$ cat src/flash_cfg_pkg.sv
/*
  Shared constants for the serial flash configuration register block: command
  codes, field positions, reset values and the link-side state encoding.
  Assumes nothing of its surroundings; both design modules refer to it by name.
*/
package flash_cfg_pkg;

  // Register commands.
  localparam logic [7:0] OP_WRITE_REGS = 8'h01;
  localparam logic [7:0] OP_READ_CFG   = 8'h35;

  // Read commands, plain and four-byte-address forms.
  localparam logic [7:0] OP_READ       = 8'h03;
  localparam logic [7:0] OP_READ_4B    = 8'h13;
  localparam logic [7:0] OP_FAST       = 8'h0B;
  localparam logic [7:0] OP_FAST_4B    = 8'h0C;
  localparam logic [7:0] OP_DOUT       = 8'h3B;
  localparam logic [7:0] OP_DOUT_4B    = 8'h3C;
  localparam logic [7:0] OP_QOUT       = 8'h6B;
  localparam logic [7:0] OP_QOUT_4B    = 8'h6C;
  localparam logic [7:0] OP_DIO        = 8'hBB;
  localparam logic [7:0] OP_DIO_4B     = 8'hBC;
  localparam logic [7:0] OP_QIO        = 8'hEB;
  localparam logic [7:0] OP_QIO_4B     = 8'hEC;
  localparam logic [7:0] OP_DDR_FAST   = 8'h0D;
  localparam logic [7:0] OP_DDR_FAST4B = 8'h0E;
  localparam logic [7:0] OP_DDR_DIO    = 8'hBD;
  localparam logic [7:0] OP_DDR_DIO_4B = 8'hBE;
  localparam logic [7:0] OP_DDR_QIO    = 8'hED;
  localparam logic [7:0] OP_DDR_QIO_4B = 8'hEE;

  // Field positions in config_reg_one.
  localparam int unsigned CFG_LAT_HI     = 7;
  localparam int unsigned CFG_LAT_LO     = 6;
  localparam int unsigned CFG_PROT_LOW   = 5;
  localparam int unsigned CFG_RESERVED   = 4;
  localparam int unsigned CFG_BP_VOL     = 3;
  localparam int unsigned CFG_PARAM_HI   = 2;
  localparam int unsigned CFG_QUAD       = 1;
  localparam int unsigned CFG_FREEZE     = 0;
  localparam logic [7:0]  CFG_RESET      = 8'h00;
  localparam logic [7:0]  CFG_OTP_MASK   = 8'h2C;
  localparam logic [7:0]  CFG_FROZEN     = 8'h24;

  // Block-protect field inside status register 1.
  localparam int unsigned SR_BP_HI       = 4;
  localparam int unsigned SR_BP_LO       = 2;
  localparam logic [2:0]  BP_RESET       = 3'h0;
  localparam logic [2:0]  BP_VOL_RESET   = 3'h7;

  // Upper mode nibble that asks for a repeat of the same read type.
  localparam logic [3:0]  CONT_NIBBLE    = 4'hA;
  localparam logic [3:0]  DLP_MIN_DUMMY  = 4'h5;
  localparam logic [4:0]  BITS_ONE_BYTE  = 5'h08;
  localparam logic [4:0]  BITS_TWO_BYTES = 5'h10;

  typedef enum logic [2:0] {
    ST_IDLE   = 3'b000,
    ST_OPCODE = 3'b001,
    ST_WRITE  = 3'b010,
    ST_RDCFG  = 3'b011,
    ST_READ   = 3'b100,
    ST_IGNORE = 3'b101
  } link_state_t;

  function automatic logic is_read_op(input logic [7:0] op);
    case (op)
      OP_READ, OP_READ_4B, OP_FAST, OP_FAST_4B, OP_DOUT, OP_DOUT_4B,
      OP_QOUT, OP_QOUT_4B, OP_DIO, OP_DIO_4B, OP_QIO, OP_QIO_4B,
      OP_DDR_FAST, OP_DDR_FAST4B, OP_DDR_DIO, OP_DDR_DIO_4B,
      OP_DDR_QIO, OP_DDR_QIO_4B: is_read_op = 1'b1;
      default:                   is_read_op = 1'b0;
    endcase
  endfunction

endpackage

$ cat src/latency_table.sv
/*
  Read latency lookup: mode and dummy cycle counts for the current read command
  and latency code, plus whether a learning pattern fits in the dummy cycles of a DDR read.
  Assumes command and code are stable ref_clk_i signals; results are registered.
*/
`timescale 1ns/10ps
`default_nettype none

module latency_table #(
  parameter int unsigned LATENCY_SET = 0
) (
  // Clock and reset.
  input  wire logic       ref_clk_i,
  input  wire logic       nrst_i,
  // Lookup key.
  input  wire logic [7:0] cmd_i,
  input  wire logic [1:0] lat_code_i,
  // Registered result.
  output logic      [2:0] mode_cycles_o,
  output logic      [3:0] dummy_cycles_o,
  output logic            dlp_ok_o
);

  // Tables read left to right for codes 11, 00, 01, 10.
  function automatic logic [3:0] pick(input logic [15:0] tbl, input logic [1:0] idx);
    pick = tbl[{~idx, 2'b11} -: 4];
  endfunction

  logic       enh;
  logic [1:0] idx;
  logic [2:0] mode_nxt;
  logic [3:0] dummy_nxt;
  logic       ddr;

  assign enh = (LATENCY_SET == 1);
  assign idx = lat_code_i + 2'h1;

  always_comb begin
    mode_nxt  = 3'h0;
    dummy_nxt = 4'h0;
    ddr       = 1'b0;
    case (cmd_i)
      flash_cfg_pkg::OP_READ, flash_cfg_pkg::OP_READ_4B: begin
        dummy_nxt = 4'h0;
      end
      flash_cfg_pkg::OP_FAST, flash_cfg_pkg::OP_FAST_4B, flash_cfg_pkg::OP_DOUT,
      flash_cfg_pkg::OP_DOUT_4B, flash_cfg_pkg::OP_QOUT, flash_cfg_pkg::OP_QOUT_4B: begin
        dummy_nxt = pick(16'h0888, idx);
      end
      flash_cfg_pkg::OP_DIO, flash_cfg_pkg::OP_DIO_4B: begin
        mode_nxt  = enh ? 3'h4 : 3'h0;
        dummy_nxt = pick(enh ? 16'h0012 : 16'h4456, idx);
      end
      flash_cfg_pkg::OP_QIO, flash_cfg_pkg::OP_QIO_4B: begin
        mode_nxt  = 3'h2;
        dummy_nxt = pick(16'h1445, idx);
      end
      flash_cfg_pkg::OP_DDR_FAST, flash_cfg_pkg::OP_DDR_FAST4B: begin
        ddr       = 1'b1;
        mode_nxt  = enh ? 3'h4 : 3'h0;
        dummy_nxt = pick(enh ? 16'h1245 : 16'h4567, idx);
      end
      flash_cfg_pkg::OP_DDR_DIO, flash_cfg_pkg::OP_DDR_DIO_4B: begin
        ddr       = 1'b1;
        mode_nxt  = enh ? 3'h2 : 3'h0;
        dummy_nxt = pick(enh ? 16'h2456 : 16'h4678, idx);
      end
      flash_cfg_pkg::OP_DDR_QIO, flash_cfg_pkg::OP_DDR_QIO_4B: begin
        ddr       = 1'b1;
        mode_nxt  = 3'h1;
        dummy_nxt = pick(16'h3678, idx);
      end
      default: begin
        mode_nxt  = 3'h0;
        dummy_nxt = 4'h0;
      end
    endcase
  end

  always_ff @(posedge ref_clk_i or negedge nrst_i) begin
    if (!nrst_i) begin
      mode_cycles_o  <= 3'h0;
      dummy_cycles_o <= 4'h0;
      dlp_ok_o       <= 1'b0;
    end else begin
      mode_cycles_o  <= mode_nxt;
      dummy_cycles_o <= dummy_nxt;
      dlp_ok_o       <= ddr && (dummy_nxt >= flash_cfg_pkg::DLP_MIN_DUMMY);
    end
  end
endmodule

`default_nettype wire

$ cat src/flash_cfg_reg.sv
/*
  Configuration register of a serial NOR flash with its command front end.
  Samples the serial link (clock, select, data in) with ref_clk_i, decodes the
  register write, register read and read commands, keeps the configuration
  and block-protect bits, and reports the read latency for the read engine.
  Assumes the stored nonvolatile image is presented on nv_cfg_i and nv_bp_i
  at reset release, and that wel_i, soft_reset_i, clr_status_i and the mode
  byte come from logic on ref_clk_i.
*/
`timescale 1ns/10ps
`default_nettype none

module flash_cfg_reg #(
  parameter int unsigned LATENCY_SET = 0
) (
  // Clock and reset.
  input  wire logic       ref_clk_i,
  input  wire logic       nrst_i,
  // Serial link pins.
  input  wire logic       sck_i,
  input  wire logic       cs_n_i,
  input  wire logic       si_i,
  input  wire logic       wp_n_i,
  input  wire logic       hold_n_i,
  output logic            so_o,
  output logic            so_oe_o,
  // Stored nonvolatile image and device control.
  input  wire logic [7:0] nv_cfg_i,
  input  wire logic [2:0] nv_bp_i,
  input  wire logic       wel_i,
  input  wire logic       soft_reset_i,
  input  wire logic       clr_status_i,
  // Mode byte from the read engine.
  input  wire logic [7:0] mode_byte_i,
  input  wire logic       mode_valid_i,
  // Configuration and status.
  output logic      [7:0] cfg_o,
  output logic      [2:0] bp_o,
  output logic            prog_err_o,
  output logic            wp_n_eff_o,
  output logic            hold_n_eff_o,
  // Read engine steering.
  output logic            read_active_o,
  output logic      [7:0] read_cmd_o,
  output logic            cont_read_o,
  output logic      [2:0] mode_cycles_o,
  output logic      [3:0] dummy_cycles_o,
  output logic            dlp_ok_o
);

  generate
    if (LATENCY_SET > 1) begin : g_bad_set
      $error("LATENCY_SET must be 0 or 1");
    end
  endgenerate

  logic [4:0] sync1_r;
  logic [4:0] sync2_r;
  logic       sck_d_r;
  logic       cs_n_d_r;
  logic       sck_rise;
  logic       sck_fall;
  logic       frame_start;
  logic       frame_end;

  flash_cfg_pkg::link_state_t state_r;
  logic [4:0] bit_cnt_r;
  logic [7:0] shift_r;
  logic [7:0] cmd_r;
  logic [7:0] wr_sr_r;
  logic [7:0] wr_cfg_r;
  logic [2:0] out_idx_r;
  logic       cont_r;
  logic       load_pend_r;
  logic [7:0] cfg_r;
  logic [2:0] bp_r;
  logic       prog_err_r;
  logic [7:0] cfg_nxt;
  logic       otp_err;
  logic       commit;
  logic [7:0] shift_nxt;

  // Pins pass two flops; the second stage and a one-cycle-delayed copy of its clock and select bits are looked at.
  always_ff @(posedge ref_clk_i or negedge nrst_i) begin
    if (!nrst_i) begin
      sync1_r  <= 5'h1F;
      sync2_r  <= 5'h1F;
      sck_d_r  <= 1'b1;
      cs_n_d_r <= 1'b1;
    end else begin
      sync1_r  <= {hold_n_i, wp_n_i, si_i, cs_n_i, sck_i};
      sync2_r  <= sync1_r;
      sck_d_r  <= sync2_r[0];
      cs_n_d_r <= sync2_r[1];
    end
  end

  assign sck_rise    = sync2_r[0] & ~sck_d_r & ~sync2_r[1];
  assign sck_fall    = ~sync2_r[0] & sck_d_r & ~sync2_r[1];
  assign frame_start = ~sync2_r[1] & cs_n_d_r;
  assign frame_end   = sync2_r[1] & ~cs_n_d_r;
  assign shift_nxt   = {shift_r[6:0], sync2_r[2]};

  // Command framing: bits are taken on rising edges, MSB first.
  always_ff @(posedge ref_clk_i or negedge nrst_i) begin
    if (!nrst_i) begin
      state_r   <= flash_cfg_pkg::ST_IDLE;
      bit_cnt_r <= 5'h00;
      shift_r   <= 8'h00;
      cmd_r     <= 8'h00;
      wr_sr_r   <= 8'h00;
      wr_cfg_r  <= 8'h00;
    end else if (soft_reset_i || frame_end) begin
      state_r   <= flash_cfg_pkg::ST_IDLE;
      bit_cnt_r <= (soft_reset_i) ? 5'h00 : bit_cnt_r;
    end else if (frame_start) begin
      bit_cnt_r <= 5'h00;
      // A continuation frame starts straight at the address.
      state_r   <= cont_r ? flash_cfg_pkg::ST_READ : flash_cfg_pkg::ST_OPCODE;
    end else if (sck_rise) begin
      shift_r <= shift_nxt;
      case (state_r)
        flash_cfg_pkg::ST_OPCODE: begin
          bit_cnt_r <= bit_cnt_r + 5'h01;
          if (bit_cnt_r == 5'h07) begin
            bit_cnt_r <= 5'h00;
            if (shift_nxt == flash_cfg_pkg::OP_WRITE_REGS) begin
              state_r <= flash_cfg_pkg::ST_WRITE;
            end else if (shift_nxt == flash_cfg_pkg::OP_READ_CFG) begin
              state_r <= flash_cfg_pkg::ST_RDCFG;
            end else if (flash_cfg_pkg::is_read_op(shift_nxt)) begin
              state_r <= flash_cfg_pkg::ST_READ;
              cmd_r   <= shift_nxt;
            end else begin
              state_r <= flash_cfg_pkg::ST_IGNORE;
            end
          end
        end
        flash_cfg_pkg::ST_WRITE: begin
          if (bit_cnt_r < flash_cfg_pkg::BITS_TWO_BYTES) begin
            bit_cnt_r <= bit_cnt_r + 5'h01;
          end
          if (bit_cnt_r == 5'h07) begin
            wr_sr_r <= shift_nxt;
          end
          if (bit_cnt_r == 5'h0F) begin
            wr_cfg_r <= shift_nxt;
          end
        end
        default: begin
          bit_cnt_r <= bit_cnt_r;
        end
      endcase
    end
  end

  // Register write takes effect when the frame closes after exactly one data byte or after two or more.
  assign commit = frame_end && (state_r == flash_cfg_pkg::ST_WRITE) && wel_i &&
                  ((bit_cnt_r == flash_cfg_pkg::BITS_ONE_BYTE) ||
                   (bit_cnt_r == flash_cfg_pkg::BITS_TWO_BYTES));

  always_comb begin
    cfg_nxt = cfg_r;
    otp_err = 1'b0;
    if (bit_cnt_r == flash_cfg_pkg::BITS_TWO_BYTES) begin
      cfg_nxt[flash_cfg_pkg::CFG_LAT_HI] = wr_cfg_r[flash_cfg_pkg::CFG_LAT_HI];
      cfg_nxt[flash_cfg_pkg::CFG_LAT_LO] = wr_cfg_r[flash_cfg_pkg::CFG_LAT_LO];
      cfg_nxt[flash_cfg_pkg::CFG_QUAD]   = wr_cfg_r[flash_cfg_pkg::CFG_QUAD];
      // Programmed OTP bits only ever stay at one.
      cfg_nxt = cfg_nxt | (wr_cfg_r & flash_cfg_pkg::CFG_OTP_MASK);
      otp_err = |(cfg_r & ~wr_cfg_r & flash_cfg_pkg::CFG_OTP_MASK);
      if (cfg_r[flash_cfg_pkg::CFG_FREEZE]) begin
        // Frozen placement bits neither change nor raise an error.
        cfg_nxt = (cfg_nxt & ~flash_cfg_pkg::CFG_FROZEN) |
                  (cfg_r & flash_cfg_pkg::CFG_FROZEN);
        otp_err = |(cfg_r & ~wr_cfg_r & flash_cfg_pkg::CFG_OTP_MASK &
                    ~flash_cfg_pkg::CFG_FROZEN);
      end
      cfg_nxt[flash_cfg_pkg::CFG_FREEZE]   = cfg_r[flash_cfg_pkg::CFG_FREEZE] |
                                             wr_cfg_r[flash_cfg_pkg::CFG_FREEZE];
      cfg_nxt[flash_cfg_pkg::CFG_RESERVED] = 1'b0;
    end
  end

  // Configuration and block-protect bits.
  always_ff @(posedge ref_clk_i or negedge nrst_i) begin
    if (!nrst_i) begin
      cfg_r       <= flash_cfg_pkg::CFG_RESET;
      bp_r        <= flash_cfg_pkg::BP_RESET;
      load_pend_r <= 1'b1;
    end else if (load_pend_r) begin
      // The stored image is taken at the first edge after release; freeze starts clear.
      load_pend_r <= 1'b0;
      cfg_r       <= nv_cfg_i & ~flash_cfg_pkg::CFG_OTP_MASK & 8'hC2 |
                     nv_cfg_i & flash_cfg_pkg::CFG_OTP_MASK;
      bp_r        <= nv_cfg_i[flash_cfg_pkg::CFG_BP_VOL] ? flash_cfg_pkg::BP_VOL_RESET :
                     nv_bp_i;
    end else if (soft_reset_i) begin
      // Software reset keeps freeze and every other configuration bit.
      if (cfg_r[flash_cfg_pkg::CFG_BP_VOL]) begin
        bp_r <= flash_cfg_pkg::BP_VOL_RESET;
      end
    end else if (commit) begin
      cfg_r <= cfg_nxt;
      if (!cfg_r[flash_cfg_pkg::CFG_FREEZE]) begin
        bp_r <= wr_sr_r[flash_cfg_pkg::SR_BP_HI:flash_cfg_pkg::SR_BP_LO];
      end
    end
  end

  // Program error is sticky; a new error beats a clear in the same cycle.
  always_ff @(posedge ref_clk_i or negedge nrst_i) begin
    if (!nrst_i) begin
      prog_err_r <= 1'b0;
    end else if (commit && otp_err) begin
      prog_err_r <= 1'b1;
    end else if (clr_status_i) begin
      prog_err_r <= 1'b0;
    end
  end

  // Configuration readback shifts out on falling edges and wraps every byte.
  always_ff @(posedge ref_clk_i or negedge nrst_i) begin
    if (!nrst_i) begin
      so_o      <= 1'b0;
      so_oe_o   <= 1'b0;
      out_idx_r <= 3'h7;
    end else if (state_r != flash_cfg_pkg::ST_RDCFG) begin
      so_oe_o   <= 1'b0;
      out_idx_r <= 3'h7;
    end else if (sck_fall) begin
      so_oe_o   <= 1'b1;
      so_o      <= cfg_r[out_idx_r];
      out_idx_r <= out_idx_r - 3'h1;
    end
  end

  // Continuation request is judged from the mode byte of the running read.
  always_ff @(posedge ref_clk_i or negedge nrst_i) begin
    if (!nrst_i) begin
      cont_r <= 1'b0;
    end else if (soft_reset_i) begin
      cont_r <= 1'b0;
    end else if (mode_valid_i && (state_r == flash_cfg_pkg::ST_READ)) begin
      cont_r <= (mode_byte_i[7:4] == flash_cfg_pkg::CONT_NIBBLE);
    end else if (frame_start) begin
      // A continuation covers one frame only; that frame's mode byte must re-arm it.
      cont_r <= 1'b0;
    end
  end

  // Pin functions and read-engine status, all registered.
  always_ff @(posedge ref_clk_i or negedge nrst_i) begin
    if (!nrst_i) begin
      wp_n_eff_o    <= 1'b1;
      hold_n_eff_o  <= 1'b1;
      read_active_o <= 1'b0;
      read_cmd_o    <= 8'h00;
      cont_read_o   <= 1'b0;
    end else begin
      wp_n_eff_o    <= cfg_r[flash_cfg_pkg::CFG_QUAD] | sync2_r[3];
      hold_n_eff_o  <= cfg_r[flash_cfg_pkg::CFG_QUAD] | sync2_r[4];
      read_active_o <= (state_r == flash_cfg_pkg::ST_READ);
      read_cmd_o    <= cmd_r;
      cont_read_o   <= cont_r;
    end
  end

  assign cfg_o      = cfg_r;
  assign bp_o       = bp_r;
  assign prog_err_o = prog_err_r;

  latency_table #(
    .LATENCY_SET (LATENCY_SET)
  ) u_latency (
    .ref_clk_i      (ref_clk_i),
    .nrst_i         (nrst_i),
    .cmd_i          (cmd_r),
    .lat_code_i     (cfg_r[flash_cfg_pkg::CFG_LAT_HI:flash_cfg_pkg::CFG_LAT_LO]),
    .mode_cycles_o  (mode_cycles_o),
    .dummy_cycles_o (dummy_cycles_o),
    .dlp_ok_o       (dlp_ok_o)
  );
endmodule

`default_nettype wire

$ cat config.mk
export PLATFORM = sky130hd
export DESIGN_NAME = flash_cfg_reg
export DESIGN_NICKNAME = d
export VERILOG_FILES = /design/src/flash_cfg_pkg.sv /design/src/latency_table.sv /design/src/flash_cfg_reg.sv
export SDC_FILE = /design/constraint.sdc
export NUM_CORES = 1
export LEC_CHECK = 0
export ABC_AREA = 0
export BUFFER_PORTS_ARGS = -buffer_cell sky130_fd_sc_hd__buf_2
export CORE_ASPECT_RATIO = 1.5
export CORE_UTILIZATION = 60
export DETAILED_ROUTE_END_ITERATION = 8
export PLACE_DENSITY_LB_ADDON = 0.05
export RECOVER_POWER = 100
export SKIP_LAST_GASP = 1
export SLEW_MARGIN = 15
export SYNTH_ARGS = -nofsm -noshare
export SYNTH_HDL_FRONTEND = slang
export SYNTH_HIERARCHICAL = 1
export SYNTH_SLANG_ARGS = --single-unit
export TNS_END_PERCENT = 50
$ cat constraint.sdc
create_clock -name ref_clk_i -period 3.74 [get_ports ref_clk_i]
set_input_delay 0.748 -clock ref_clk_i [delete_from_list [all_inputs] [get_ports ref_clk_i]]
set_output_delay 0.748 -clock ref_clk_i [all_outputs]
set_load 0.03 [all_outputs]
## After elaboration in Yosys (flattened, before gate mapping)

Cells that the tools add are included.

| word-level totals | value |
|---|---|
| flip-flop bits (word level) | 86 |
| bits of input ports | 30 |
| word-level logic and storage cells | 199 |

| operators by class | value |
|---|---|
| add/sub/neg operators | 3 |
| magnitude comparators | 3 |
| equal/unequal tests | 50 |
| shifts and indexed selects | 6 |
| muxes and demuxes | 51 |
| bitwise logic cells | 24 |
| reductions and logical operators | 36 |

Operator list:

| cell | number |
|---|---|
| $eq 8x8->1 const B | 16 |
| $shiftx 19x5->4 const A | 6 |
| $eq 8x4->1 const B | 8 |
| $mux 3 | 16 |
| $eq 8x6->1 const B | 5 |
| $mux 8 | 5 |
| $eq 8x7->1 const B | 4 |
| $mux 5 | 6 |
| $or 8x6->8 | 3 |
| $pmux 4 s6 | 1 |
| $mux 1 | 20 |
| $reduce_or 18->1 | 1 |
| $reduce_bool 3->1 | 5 |
| $reduce_and 3->1 | 4 |
| $reduce_or 6->1 | 2 |
| $eq 5x4->1 const B | 2 |
| $pmux 5 s2 | 1 |
| $reduce_and 5->1 | 2 |
| $reduce_or 2->1 | 5 |
| $not 1->1 | 9 |
| $eq 8x1->1 const B | 1 |
| $eq 8x2->1 const B | 1 |
| $eq 8x5->1 const B | 1 |
| $reduce_and 8->1 | 1 |
| other kinds (32) | 48 |

## Longest topological paths before layout

| logic depth | value |
|---|---|
| word-level depth | 18 |
| gate-level depth with buffers | 7 |
| gate-level depth less buffers | 6 |

## Hierarchy

Netlist, hierarchy kept.

Modules (own cells, without submodules):

| module | instances | cells an instance | area each (um2) | sequential area each (um2) |
|---|---|---|---|---|
| flash_cfg_reg | 1 | 277 | 3,289.4 | 1,899.3 |
| latency_table | 1 | 56 | 518.0 | 175.2 |

## Worst setup path after synthesis

No wires, ideal clock.

| timing | value |
|---|---|
| path kind | input-to-reg |
| start | in soft_reset_i |
| end | reg bit_cnt_r[3] |
| library setup time | 0.069 ns |
| data arrival time | 2.086 ns |
| data required time | 3.671 ns |
| path slack | 1.585 ns |
| cell stages on the path | 5 |
| path buffers | 1 |
| cells stage by stage | buf_2 nor3_1 o21ai_0 or4_1 nand3_1 |

| on the way | value |
|---|---|
| cells in the longest elaborated chain, start to end | 3 |
| elaborated cells on any way between the ends | 7 |
| classes of those cells | eq/ne: 2; mux: 1; reduce/logical: 4 |

Ends and longest elaborated chain:

| what | RTL line | source |
|---|---|---|
| start: declaration | flash_cfg_reg.sv:31 | `input wire logic soft_reset_i,` |
| $logic_or 1x1->1 | flash_cfg_reg.sv:113 | `end else if (soft_reset_i \|\| frame_end) begin` |
| $ne 4x4->1 (no source line) (tied with other cells) | -- |  |
| $reduce_and 4->1 (no source line) | -- |  |
| end signal: assignment | flash_cfg_reg.sv:115 | `bit_cnt_r <= (soft_reset_i) ? 5'h00 : bit_cnt_r;` |
| end signal: assignment | flash_cfg_reg.sv:124 | `bit_cnt_r <= bit_cnt_r + 5'h01;` |
| end signal: assignment | flash_cfg_reg.sv:141 | `bit_cnt_r <= bit_cnt_r + 5'h01;` |
| end: declaration | flash_cfg_reg.sv:67 | `logic [4:0] bit_cnt_r;` |

Several ways; a longest one is shown, not always the timed one.
A chain may end at the register's enable or synchronous reset.

## Worst setup path in the final report

| timing | value |
|---|---|
| start | reg sync2_r[0] |
| end | reg cmd_r[6] |

| on the way | value |
|---|---|
| cells in the longest elaborated chain, start to end | 3 |

Ends and longest elaborated chain:

| what | RTL line | source |
|---|---|---|
| start: declaration | flash_cfg_reg.sv:58 | `logic [4:0] sync2_r;` |
| start signal: assignment | flash_cfg_reg.sv:92 | `sync2_r <= sync1_r;` |
| $and 1x1->1 (2 in series) | flash_cfg_reg.sv:98 | `assign sck_rise = sync2_r[0] & ~sck_d_r & ~sync2_r[1];` |
| $reduce_and 8->1 (no source line) | -- |  |
| end signal: assignment | flash_cfg_reg.sv:133 | `cmd_r <= shift_nxt;` |
| end: declaration | flash_cfg_reg.sv:69 | `logic [7:0] cmd_r;` |

Every way passes these cells.

==> reports/results.ini <==
[status]
run_status=complete, but fails checks
violations=max-capacitance violations, max-slew violations

[synth]
yosys_warnings=6
yosysSeqAreaShare_pct=54.5
syn_inst=333
synth_common_cells=dfrtp_1 (64), nand2_1 (40), mux2_2 (20)
synth_edf_count=0
yosysMostFrequentCell=dfrtp_1
synth_top_flop_cell=dfrtp_1
yosys.area.top_type=dfrtp_1
synth.avg_cell_area_um2=11.4
synthDistinctLibCells=68
ys_ff_latch=82
synth_top_cell_area_share_pct=42.1
async_flop_share_pct=100
netlist_area_um2=3810
netlist_top_cells_area=dfrtp_1 (42%), dfstp_2 (12%), mux2_2 (5.9%)

[worst_setup_path]
cp_slowest_cell=a21oi_1
worstPathMaxFanout=10
crit_cells=5
r2r_cells=5
critPathBufInv=0
worstSetupPathType=reg -> reg
cp-end-kind=register
crit_path_start_kind=register
cp.required_ns=3.97
crit_chain=nor3b_1, and2_0, nand3_1, a21oi_1, mux2_2
max_stage_delay_ns=0.61
cp.arrival_ns=3.11
cp_top_family=simple AND/OR/NAND/NOR gates

[global_routing]
gr-total-overflow=0
grt_pass1_wl_um=12100
antenna_found_initial=0
globalRouteTotalUtil_pct=24.5
grt_max_degree=83
grt_pass1_vias=2602

[run]
maxCapViolCount=1

[floorplanning]
boundaryPins=64
rows=35
core-area_um2=6130
die_h_um=99.6
start_util_pct=62.1
dieArea_um2=6670
fp.dieW_um=67.0

[detailed_routing]
vias=2692
drc=0
vias_per_cell=5.80
drt_iter0_markers=287
drtAntennaViolNets=0
drt-pass1-iter-count=4
wl_um=7330
post_drt_wl_per_cell_um=15.8

[clock_network]
postCtsSetupRepairBufs=0
clk_latency_ns=0.35
cts_made_buffers=9
clk_pin_slew_ns=0.08
cts_tree=done
cts-resized-gates=0
cts_hold_buf=0
clockBufferDepth=2
cts.sinks=82
cts_root_buffer=clkbuf_8
htree_levels=3

[place]
place_ws_ns=1.23
portBuffers=55
gp_congestion=0.853
dp_hpwl_um=5050

[final_layout]
drive_above_1_share_pct=21.0
nNetsFinal=419
syn_to_final_growth_pct=10.1
fillers=501
diodes=0
post-route-util_pct=68.3

[timing]
hold_viol_final=0
finalMaxSlewViolations=83
rsz0062_at_grt=no
fin_skew_ns=0.00893
setup_viol=0
whs_ns=0.365
fin_tns_setup_ns=0
finalCritPeriodShare_pct=77.0
relSlewSlack_pct=-30.6
post-route-min-period_ns=2.88
max_freq_mhz=347
tightest_slew_ns=1.96
setup_ws_ns=0.860

[power]
cellPowerDensity_nw_per_um2=447
leakagePower_nw=1.86
ir_worst_vdd_v=0.000321
sequentialPowerShare_pct=52.3
p_int_mw=1.40
power.share.clock_pct=38.6
switching_share_pct=25.0
p_comb_share_pct=9.0
power_switching_uw=468

[hold_path]
hold_path.class=reg -> reg
hold_path_depth=0

==> final timing paths <==
path / slack [ns] / end / start
min in group asynchronous: 0.94 / so_oe_o / nrst_i
min reg2reg: 0.36 / sync2_r[2] / sync1_r[2]
max in group asynchronous: 1.65 / cmd_r[6] / nrst_i
min: 0.36 / sync2_r[2] / sync1_r[2]
max: 0.86 / cmd_r[6] / sync2_r[0]
max reg2reg: 0.86 / cmd_r[6] / sync2_r[0]
==> state kept, by name, indices dropped and copies added, names as in the netlist, 5 cells and up <==
signal / flops
bit_cnt_r: 5
cfg_o: 7
cmd_r: 8
read_cmd_o: 8
shift_r: 7
sync1_r: 5
sync2_r: 5
wr_cfg_r: 7
==> through the flow <==
step                      total power, mW  cell area, µm²  instances
after CTS                            1.90            4280        464
after global placement               1.17            4050        448
after floorplan                      1.12            3810        334
after global routing                 1.96            4190        464
final                                1.87            4190        464
after detailed placement             1.17            4050        448
==> cells in the final DEF, fill, tap and decap left out, types with 8 or more instances in the layout <==
master    count
nand3_1      10
a21oi_1      18
clkbuf_8     11
nand2b_1      8
buf_2        22
dfrtp_1      64
nor2_1       14
mux2_2       20
dfstp_2      15
nand2_1      40
inv_1        15
clkbuf_1     33
o21ai_0      13
==> final cells by class <==
type / instances / area (µm²) / area share (%)
clock buffer: 12 / 155 / 3.70
timing repair buffer: 55 / 235 / 5.61
sequential: 82 / 2070 / 49.5
multi-input combinational: 222 / 1500 / 35.8
inverter: 15 / 56.3 / 1.34
tap: 74 / 92.6 / 2.21
clock inverter: 4 / 75.1 / 1.79
==> power groups by stage <==
stage / Sequential, mW / Clock [mW] / Combinational [mW]
after floorplan: 0.994 / 0 / 0.123
after global placement: 0.995 / 0 / 0.173
after detailed placement: 0.996 / 0 / 0.177
after CTS: 0.980 / 0.739 / 0.177
after global routing: 0.986 / 0.780 / 0.190
final: 0.980 / 0.723 / 0.169
==> routing by layer <==
layer	GRT usage [%]	routed length [µm]	vias up
met5	0	0	-
met4	9.98	124	0
met3	4.82	224	14
met2	41.3	3870	63
met1	30.0	3110	1329
li1	-	-	1286
==> cells by family after synthesis <==
group | share of synthesized area (%)
muxes | 7.56
xor gates and xnor gates | 1.58
and+or+nand+nor | 17.0
adders and majority gates | 1.31
buffers and inverters | 4.93
DFF | 54.5
other | 0.197
AOI/OAI and AO/OA | 12.9
==> worst reg2reg max path: cells and delay by family (launching register included) <==
kind               cells  cell delay [ns]
and+or+nand+nor        3             1.19
AOI/OAI and AO/OA      1             0.61
DFF                    1             0.55
muxes                  1             0.41
Note: power is estimated with default switching activity, not from simulation.
